<file path="src/smbus_flags_cfg.svh">
/*
  Constants for the serial flag and controller-mode block: register
  selects, control bit positions, reset values and bit timing.
  Assumes a 50 MHz system clock; included by bare name.
*/
`ifndef SMBUS_FLAGS_CFG_SVH
`define SMBUS_FLAGS_CFG_SVH

// register select on the cpu port
`define SB_CTRL_SEL 1'b0
`define SB_DATA_SEL 1'b1

// control register bit positions
`define SB_BIT_ROLE 7
`define SB_BIT_SENDING 6
`define SB_BIT_BEGIN 5
`define SB_BIT_END 4
`define SB_BIT_REPLY_NEEDED 3
`define SB_BIT_CONTENTION 2
`define SB_BIT_REPLY_POL 1
`define SB_BIT_BYTE_EVENT 0

// reset values
`define SB_CTRL_RST 8'h00
`define SB_DATA_RST 8'h00

// timing: half of one scl period, least time, rounded up to cycles
`define SB_CLK_NS 20
`define SB_HALF_NS 2500
`define SB_HALF_CYC ((`SB_HALF_NS + `SB_CLK_NS - 1) / `SB_CLK_NS)

`endif

</file>
<file path="src/smbus_flags_pkg.sv">
/*
  Types for the serial flag and controller-mode block.
  Assumes nothing beyond a SystemVerilog compiler.
*/
package smbus_flags_pkg;

  // control register layout, bit 7 down to bit 0
  typedef struct packed {
    logic role;          // controller role
    logic sending;       // sending direction
    logic begin_req;     // begin request
    logic end_req;       // end request
    logic reply_needed;  // reply needed
    logic contention;    // contention lost
    logic reply_pol;     // reply polarity
    logic byte_event;    // byte event, stalls the bus
  } ctrl_t;

  // gray along idle -> cond -> hold -> bits
  typedef enum logic [2:0] {
    ST_IDLE = 3'h0,
    ST_COND = 3'h1,
    ST_HOLD = 3'h3,
    ST_BITS = 3'h2
  } state_t;

endpackage

</file>
<file path="src/smbus_flags_and_controller_modes.sv">
/*
  Serial bus flag logic, byte shift register and controller transfer
  sequencing (start, byte frames, acknowledge, repeated start, stop).
  Assumes open-drain sda/scl resolved outside, pins asynchronous to
  i_clock, and a cpu port that accesses the byte register only while
  the byte event flag is set.
*/
`include "smbus_flags_cfg.svh"
module smbus_flags_and_controller_modes #(
  parameter int HALF_CYC = `SB_HALF_CYC
) (
  input logic i_clock,
  input logic i_rst_b,
  input logic i_enable,
  input logic i_reg_wr,
  input logic i_reg_sel,
  input logic [7:0] i_reg_wdata,
  output smbus_flags_pkg::ctrl_t o_ctrl,
  output logic [7:0] o_data,
  input logic i_sda,
  output logic o_sda,
  output logic o_sda_oe,
  input logic i_scl,
  output logic o_scl,
  output logic o_scl_oe
);
  localparam int TW = $clog2(HALF_CYC + 1);
  localparam logic [TW-1:0] T_LAST = TW'(HALF_CYC - 1);

  logic sda_s1, sda_s2, sda_s3, scl_s1, scl_s2, scl_s3;
  logic start_det, stop_det, scl_rise, scl_fall;

  smbus_flags_pkg::state_t state_reg, state_next;
  smbus_flags_pkg::ctrl_t ctrl_reg, ctrl_next;
  logic [7:0] data_reg, data_next;
  logic [3:0] cnt_reg, cnt_next;
  logic [1:0] step_reg, step_next;
  logic [TW-1:0] timer_reg, timer_next;
  logic hi_reg, hi_next;
  logic ack_pend_reg, ack_pend_next;
  logic addr_ph_reg, addr_ph_next;
  logic written_reg, written_next;
  logic busy_reg, busy_next;
  logic is_stop_reg, is_stop_next;
  logic sda_oe_reg, sda_oe_next;
  logic scl_oe_reg, scl_oe_next;
  logic go_next, lose, tdone, drive, fall;

  // pins pass two flops; the third stage only feeds edge detection
  always_ff @(posedge i_clock or negedge i_rst_b) begin
    if (!i_rst_b) begin
      sda_s1 <= 1'b1;
      sda_s2 <= 1'b1;
      sda_s3 <= 1'b1;
      scl_s1 <= 1'b1;
      scl_s2 <= 1'b1;
      scl_s3 <= 1'b1;
    end else begin
      sda_s1 <= i_sda;
      sda_s2 <= sda_s1;
      sda_s3 <= sda_s2;
      scl_s1 <= i_scl;
      scl_s2 <= scl_s1;
      scl_s3 <= scl_s2;
    end
  end

  // bus conditions (sda moving while scl stays high), then scl edges
  assign start_det = scl_s2 && scl_s3 && sda_s3 && !sda_s2;
  assign stop_det = scl_s2 && scl_s3 && !sda_s3 && sda_s2;
  assign scl_rise = scl_s2 && !scl_s3;
  assign scl_fall = !scl_s2 && scl_s3;

  // next-state logic for the whole engine
  always_comb begin
    state_next = state_reg;
    ctrl_next = ctrl_reg;
    data_next = data_reg;
    cnt_next = cnt_reg;
    step_next = step_reg;
    timer_next = timer_reg;
    hi_next = hi_reg;
    ack_pend_next = ack_pend_reg;
    addr_ph_next = addr_ph_reg;
    written_next = written_reg;
    busy_next = busy_reg;
    is_stop_next = is_stop_reg;
    sda_oe_next = sda_oe_reg;
    scl_oe_next = scl_oe_reg;
    go_next = 1'b0;
    lose = 1'b0;
    fall = 1'b0;
    tdone = (timer_reg == T_LAST);
    // ack bit drives the chosen reply; data bits drive only zeros
    drive = (cnt_reg == 4'h8) ? (!ctrl_reg.sending && ctrl_reg.reply_pol)
                              : (ctrl_reg.sending && !data_reg[7]);

    if (start_det) busy_next = 1'b1;
    if (stop_det) busy_next = 1'b0;

    // cpu writes; hardware sets further down win over these clears
    if (i_reg_wr && i_reg_sel == `SB_DATA_SEL) begin
      data_next = i_reg_wdata;
      written_next = 1'b1;
    end
    if (i_reg_wr && i_reg_sel == `SB_CTRL_SEL) begin
      ctrl_next.begin_req = i_reg_wdata[`SB_BIT_BEGIN];
      ctrl_next.end_req = i_reg_wdata[`SB_BIT_END];
      ctrl_next.reply_pol = i_reg_wdata[`SB_BIT_REPLY_POL];
      if (!i_reg_wdata[`SB_BIT_BYTE_EVENT] && ctrl_reg.byte_event) begin
        ctrl_next.byte_event = 1'b0;
        ctrl_next.contention = 1'b0;
      end
    end

    case (state_reg)
      smbus_flags_pkg::ST_IDLE: begin
        sda_oe_next = 1'b0;
        scl_oe_next = 1'b0;
        // a start waits for a free bus and a cleared event
        if (i_enable && ctrl_reg.begin_req && !busy_reg && !ctrl_reg.byte_event) begin
          state_next = smbus_flags_pkg::ST_COND;
          is_stop_next = 1'b0;
          step_next = 2'd2;
          sda_oe_next = 1'b1;
          timer_next = '0;
        end
      end
      smbus_flags_pkg::ST_COND: begin
        timer_next = tdone ? '0 : timer_reg + 1'b1;
        if (tdone) begin
          case (step_reg)
            2'd0: begin
              scl_oe_next = 1'b0;
              step_next = 2'd1;
            end
            2'd1: begin
              if (!scl_s2) begin
                lose = 1'b1;
              end else begin
                sda_oe_next = !is_stop_reg;
                step_next = 2'd2;
              end
            end
            default: begin
              if (is_stop_reg) begin
                ctrl_next.role = 1'b0;
                ctrl_next.end_req = 1'b0;
                state_next = smbus_flags_pkg::ST_IDLE;
              end else begin
                scl_oe_next = 1'b1;
                ctrl_next.role = 1'b1;
                ctrl_next.sending = 1'b1;
                ctrl_next.byte_event = 1'b1;
                written_next = 1'b0;
                addr_ph_next = 1'b1;
                ack_pend_next = 1'b0;
                state_next = smbus_flags_pkg::ST_HOLD;
              end
            end
          endcase
        end
      end
      smbus_flags_pkg::ST_HOLD: begin
        scl_oe_next = 1'b1;
        if (!ctrl_reg.byte_event) begin
          if (ack_pend_reg) begin
            state_next = smbus_flags_pkg::ST_BITS;
            cnt_next = 4'h8;
            hi_next = 1'b0;
            timer_next = '0;
            ack_pend_next = 1'b0;
          end else begin
            go_next = 1'b1;
          end
        end
      end
      smbus_flags_pkg::ST_BITS: begin
        if (!hi_reg) begin
          sda_oe_next = drive;
          // controller lets scl rise after a half period; target waits
          if (ctrl_reg.role) begin
            if (!tdone) timer_next = timer_reg + 1'b1;
            else scl_oe_next = 1'b0;
          end
          if (scl_rise) begin
            hi_next = 1'b1;
            timer_next = '0;
            if (cnt_reg != 4'h8) begin
              data_next = {data_reg[6:0], sda_s2};
              if (ctrl_reg.role && ctrl_reg.sending && !sda_oe_reg && !sda_s2) begin
                lose = 1'b1;
              end
            end else if (ctrl_reg.sending) begin
              ctrl_next.reply_pol = !sda_s2;
            end
          end
        end else if (ctrl_reg.role) begin
          timer_next = timer_reg + 1'b1;
          if (tdone) begin
            scl_oe_next = 1'b1;
            fall = 1'b1;
          end
        end else begin
          fall = scl_fall;
        end
        if (fall) begin
          hi_next = 1'b0;
          timer_next = '0;
          if (cnt_reg == 4'h8) begin
            ctrl_next.reply_needed = 1'b0;
            sda_oe_next = 1'b0;
            addr_ph_next = 1'b0;
            if (ctrl_reg.sending) begin
              ctrl_next.byte_event = 1'b1;
              state_next = smbus_flags_pkg::ST_HOLD;
              scl_oe_next = 1'b1;
            end else begin
              go_next = 1'b1;
            end
          end else if (cnt_reg == 4'h7 && !ctrl_reg.sending) begin
            // receive: the event comes before the ack bit
            ctrl_next.byte_event = 1'b1;
            ctrl_next.reply_needed = 1'b1;
            if (addr_ph_reg && !ctrl_reg.role) ctrl_next.begin_req = 1'b1;
            addr_ph_next = 1'b0;
            ack_pend_next = 1'b1;
            sda_oe_next = 1'b0;
            scl_oe_next = 1'b1;
            state_next = smbus_flags_pkg::ST_HOLD;
          end else begin
            cnt_next = cnt_reg + 4'h1;
          end
        end
      end
      default: begin
        state_next = smbus_flags_pkg::ST_IDLE;
      end
    endcase

    // after an event or ack: stop, restart, or next frame
    if (go_next) begin
      timer_next = '0;
      if (ctrl_reg.role && ctrl_reg.end_req) begin
        state_next = smbus_flags_pkg::ST_COND;
        is_stop_next = 1'b1;
        step_next = 2'd0;
        sda_oe_next = 1'b1;
      end else if (ctrl_reg.role && ctrl_reg.begin_req) begin
        state_next = smbus_flags_pkg::ST_COND;
        is_stop_next = 1'b0;
        step_next = 2'd0;
        sda_oe_next = 1'b0;
      end else begin
        // direction follows whether the byte register was loaded
        state_next = smbus_flags_pkg::ST_BITS;
        ctrl_next.sending = written_reg;
        written_next = 1'b0;
        cnt_next = 4'h0;
        hi_next = 1'b0;
        scl_oe_next = ctrl_reg.role;
      end
    end

    // conditions made by others; our own are ignored while generating
    if (state_reg != smbus_flags_pkg::ST_COND) begin
      if (start_det) begin
        ctrl_next.sending = 1'b0;
        if (ctrl_reg.role) begin
          if (!ctrl_reg.begin_req) lose = 1'b1;
        end else begin
          state_next = smbus_flags_pkg::ST_BITS;
          cnt_next = 4'h0;
          hi_next = 1'b0;
          addr_ph_next = 1'b1;
          scl_oe_next = 1'b0;
          sda_oe_next = 1'b0;
        end
      end
      if (stop_det) begin
        if (ctrl_reg.role || state_reg != smbus_flags_pkg::ST_IDLE) begin
          ctrl_next.end_req = 1'b1;
          ctrl_next.byte_event = 1'b1;
        end
        if (ctrl_reg.role) lose = 1'b1;
        state_next = smbus_flags_pkg::ST_IDLE;
        sda_oe_next = 1'b0;
        scl_oe_next = 1'b0;
      end
    end

    // lost arbitration: drop to target receiver; a frame in ST_BITS keeps shifting, otherwise go idle
    if (lose) begin
      ctrl_next.role = 1'b0;
      ctrl_next.sending = 1'b0;
      ctrl_next.contention = 1'b1;
      ctrl_next.byte_event = 1'b1;
      sda_oe_next = 1'b0;
      scl_oe_next = 1'b0;
      if (state_next != smbus_flags_pkg::ST_BITS) state_next = smbus_flags_pkg::ST_IDLE;
    end

    // disabled: let go of both lines at once
    if (!i_enable) begin
      state_next = smbus_flags_pkg::ST_IDLE;
      sda_oe_next = 1'b0;
      scl_oe_next = 1'b0;
    end
  end

  // registers of the engine
  always_ff @(posedge i_clock or negedge i_rst_b) begin
    if (!i_rst_b) begin
      state_reg <= smbus_flags_pkg::ST_IDLE;
      ctrl_reg <= smbus_flags_pkg::ctrl_t'(`SB_CTRL_RST);
      data_reg <= `SB_DATA_RST;
      cnt_reg <= 4'h0;
      step_reg <= 2'd0;
      timer_reg <= '0;
      hi_reg <= 1'b0;
      ack_pend_reg <= 1'b0;
      addr_ph_reg <= 1'b0;
      written_reg <= 1'b0;
      busy_reg <= 1'b0;
      is_stop_reg <= 1'b0;
      sda_oe_reg <= 1'b0;
      scl_oe_reg <= 1'b0;
      o_sda <= 1'b0;
      o_scl <= 1'b0;
    end else begin
      state_reg <= state_next;
      ctrl_reg <= ctrl_next;
      data_reg <= data_next;
      cnt_reg <= cnt_next;
      step_reg <= step_next;
      timer_reg <= timer_next;
      hi_reg <= hi_next;
      ack_pend_reg <= ack_pend_next;
      addr_ph_reg <= addr_ph_next;
      written_reg <= written_next;
      busy_reg <= busy_next;
      is_stop_reg <= is_stop_next;
      sda_oe_reg <= sda_oe_next;
      scl_oe_reg <= scl_oe_next;
      o_sda <= 1'b0; // open drain: only the enable ever changes
      o_scl <= 1'b0;
    end
  end

  // outputs come straight from the registers
  assign o_ctrl = ctrl_reg;
  assign o_data = data_reg;
  assign o_sda_oe = sda_oe_reg;
  assign o_scl_oe = scl_oe_reg;
endmodule

</file>
<file path="config.mk">
export PLATFORM = sky130hd
export DESIGN_NAME = smbus_flags_and_controller_modes
export DESIGN_NICKNAME = d
export VERILOG_FILES = /design/src/smbus_flags_pkg.sv /design/src/smbus_flags_and_controller_modes.sv
export VERILOG_INCLUDE_DIRS = /design/src
export SDC_FILE = /design/constraint.sdc
export NUM_CORES = 1
export LEC_CHECK = 0
export BUFFER_PORTS_ARGS = -buffer_cell sky130_fd_sc_hd__clkbuf_2
export CORE_MARGIN = 2
export CORE_UTILIZATION = 58
export CTS_CLUSTER_SIZE = 24
export DETAILED_ROUTE_END_ITERATION = 8
export GPL_TIMING_DRIVEN = 0
export PLACE_DENSITY = 0.8
export SETUP_SLACK_MARGIN = 0.5
export SYNTH_ARGS = -nofsm -noshare
export SYNTH_HDL_FRONTEND = slang
export SYNTH_SLANG_ARGS = --single-unit
</file>
<file path="constraint.sdc">
create_clock -name i_clock -period 2.4 [get_ports i_clock]
set_input_delay 0.36 -clock i_clock [delete_from_list [all_inputs] [get_ports i_clock]]
set_output_delay 0.36 -clock i_clock [all_outputs]
set_load 0.005 [all_outputs]
</file>
==> key figures <==
Layout
  – Ant. Diodes: 0
  – Fillcell total: ~200
  – Share of layout cells above drive strength 1: 46.4%
  – Nets: a little over 400
  – Synth-to-Final Area Change: 42.3%

Setup path
  – Crit-path slowest cell: dfstp_2
  – Path depth of the worst reg2reg path: 7
  – Crit-path cells: nor2b_1 > nor3_4 > a211oi_4 > o21ai_4 > buf_4 > o21ai_0 > o31ai_2
  – R2r endpoint: timer_reg[4]$_DFFE_PN0P_
  – Worst reg2reg startpoint: scl_s2$_DFF_PN1_
  – Crit path DAT: between 2000 and 2500 ps
  – Register-to-register path setup slack: ~160 ps
  – Crit path max-delay family: compound AO/OA/AOI/OAI gates
  – WP buf/inv: 1
  – Crit path max fanout: 6
  – WP depth: 7
  – Crit end category: register
  – Startpoint types: register
  – Worst Path Required: about 2600 ps
  – CP max stage delay: around 640 ps
  – Critical path class: reg2reg
  – CP startpoint: scl_s2$_DFF_PN1_

STA
  – Final Hold Fails: 0
  – Worst Tran Pin Value: around 1100 ps
  – Final setup margin: approximately 160 ps
  – Max Slew Vio Count: 0
  – RSZ-0062 raised after global routing: true
  – Worst Clk Skew: ~12 ps
  – Fmax: between 400 and 500 MHz
  – Final Critical Period: roughly 2200 ps
  – Final Cycle Share: between 90% and 100%
  – # setup viols final: 0
  – Setup tns final: 0 ps
  – Max transition margin: a little under a quarter

Placement
  – Placer Congestion: ~0.9
  – PortBufs: 32
  – Pre-CTS setup slack: 149 ps
  – Final HPWL DP: approximately 4.8 mm

Synth
  – Largest family of logic cells by synthesized area: simple AND/OR/NAND/NOR gates
  – Synth Register Bits: 46
  – Adder-Cell Fraction of Synth Area: around 1.8%
  – XOR/XNOR share of the synthesized area: 0%
  – Top FF cell, synth: dfrtp_1
  – Syn Area/Cell: roughly 9.3 sq um
  – Netlist cell types: 62
  – Post-synth ARST share: between 90% and 100%
  – Simple-gate share of the synthesized area: 25.3%
  – Post-synthesis cell count: 295
  – Mapped cell area: 2740 sq um
  – Register area share after synthesis: between 40% and 50%
  – Mux contribution to synthesized area: approximately 4.8%
  – Synth Area in Compound Gates: between 20 and 25%
  – Synth warn: 0
  – Post-synth EDFFs: 0

Clock network
  – Clk sinks: 46
  – CTS tree: done
  – Num CTS Buffers: 5
  – Max Root-Sink Buffers: 2
  – CTS root buffer: clkbuf_8
  – Clk Latency, worst-skew pair: about 320 ps
  – Worst-path clk slew: around 90 ps
  – H-tree depth: 2
  – Post-CTS Hold Fix Bufs: 0

Power
  – Sequential power share: a little over half
  – Sw Pwr: between 500 and 600 uW
  – Cell internal pwr: roughly 1.2 mW
  – Pwr/cell area: around 450 nW/um^2
  – VDD IR-drop max: 516 uV
  – Clock share of power: between 20% and 30%
  – Combinational share of power: 18.5%
  – Leakage: 1.81 nW
  – Switching part of the total: between 30% and 40%

Floorplanning
  – Die area: between 5000 and 6000 sq um
  – Core ar.: 4440 sq um
  – Starting density of the core: about 60%
  – Die H: 72.7 microns
  – # rows: 24
  – I/O pin cnt: 35
  – Die W: slightly above 70 microns

Route
  – Pre-antenna DRT Iters: 5
  – Total number of vias: ~3100
  – Total Wirelength: 10.5 mm
  – Routed Antenna Nets: 0
  – DRC Markers: 0
  – Via-per-instance ratio: a little over 7
  – WL per Instance: roughly 24 microns
  – Initial detailed-routing violation count: 432

GRT
  – First-pass GRT wire length: 13.6 mm
  – GRT Total Usage: 33.9%
  – Largest net degree at the start of global routing: 47
  – Initial antenna violation count: 0
  – Total grt overflow: 0
  – Vias in the first global route: about 2700

Run
  – Max_cap viols: 0

Status
  – Status: completed

Hold path
  – Hold endpoint: scl_s1$_DFF_PN1_
  – Hold Path Cell Cnt: 1
  – Hold path start: i_scl
  – Hold Crit Class: in2reg
==> Yosys cell counts, drive strengths merged, types with 5 or more instances <==
library cell   n  share of area [%]
o21ai         24                4.5
dfrtp         40                 37
dfstp          6                5.8
buf            8                2.5
nor2b          8                1.8
mux2i         13                4.8
inv           13                1.8
a211oi         6                1.8
nand2         22                3.0
nand3         12                2.2
nor3           7                1.5
nor3b          7                2.5
a21oi         24                4.4
o31ai          5                1.6
nor2          29                4.0
nand2b         7                1.6
==> what timing repair did <==
action	4_1_cts	5_1_grt
resized for setup	44	48
pin swaps	15	20
setup endpoints to repair	21	32
buffers inserted	36	16
gates cloned	0	1
==> worst max-delay path by stage <==
stage	end	slack [ps]
final	timer_reg[4]$_DFFE_PN0P_	160
after floorplan	state_reg[1]$_DFF_PN0_	420
after CTS	state_reg[1]$_DFF_PN0_	380
after detailed placement	state_reg[1]$_DFF_PN0_	150
after global placement	state_reg[1]$_DFF_PN0_	150
after global routing	timer_reg[6]$_DFFE_PN0P_	140
==> cell usage in the layout, fill, tap and decap left out, types with 4 or more instances in the layout <==
cell      count
mux2i_1      13
a21oi_1      18
dfrtp_1      34
o31ai_1       4
nor2b_1       8
nand4_1       4
clkbuf_8      7
nand2_1      17
buf_4        48
nand3_1      10
o21ai_0      14
nand2b_1      7
a21oi_2       5
nor2_1       26
clkbuf_2     33
dfstp_2       6
inv_1        11
buf_6        11
dfrtp_2       6
o21ai_2       6
==> per-stage QoR <==
step                utilization (%)  power (mW)  hold WS, ps  cells  instance area (sq um)
floorplan                         -        1.01         64.4    297                   2770
detailed placement             67.5        1.12          347    381                   3000
CTS                            80.5        1.66          120    425                   3580
global route                   87.6        1.78          118    442                   3890
global placement               67.5        1.11          345    381                   3000
finish                         87.6        1.74          125    442                   3890
==> power by group through the flow <==
stage                     Sequential, mW  Combinational, mW  Clock (mW)
after global routing               0.906              0.341       0.537
after CTS                          0.891              0.258       0.515
after global placement             0.901              0.209           0
after floorplan                    0.891              0.121           0
after detailed placement           0.903              0.214           0
final                              0.902              0.322       0.512
==> per-layer routing <==
layer  part of all wire [%]  vias up  global-route usage [%]
met2                     47      288                    52.5
met5                      0        -                       0
met4                    8.6        0                    20.0
met3                     10      102                    7.04
li1                       -     1261                       -
met1                     35     1464                    43.9
==> kinds of logic (layout without fill, tap and decap cells) <==
kind of cell,Yosys count,count (layout)
AND/OR/NAND/NOR,122,122
AO/OA/AOI/OAI,84,84
flip-flops,46,46
buffers and inverters,25,118
multiplexers,13,13
adder cells (fa/ha/maj),4,4
other,1,3
==> layout make-up <==
cell class                 count  area, sq um  area share, %
multi-input combinational    226         1790           46.0
sequential                    46         1170           30.0
timing repair buffer          85          607           15.6
buffer                        12          120           3.09
clock buffer                   6         82.6           2.12
tap                           52         65.1           1.67
inverter                      13         48.8           1.25
clock inverter                 2         12.5          0.321
Power figures use the tool's default switching activity.
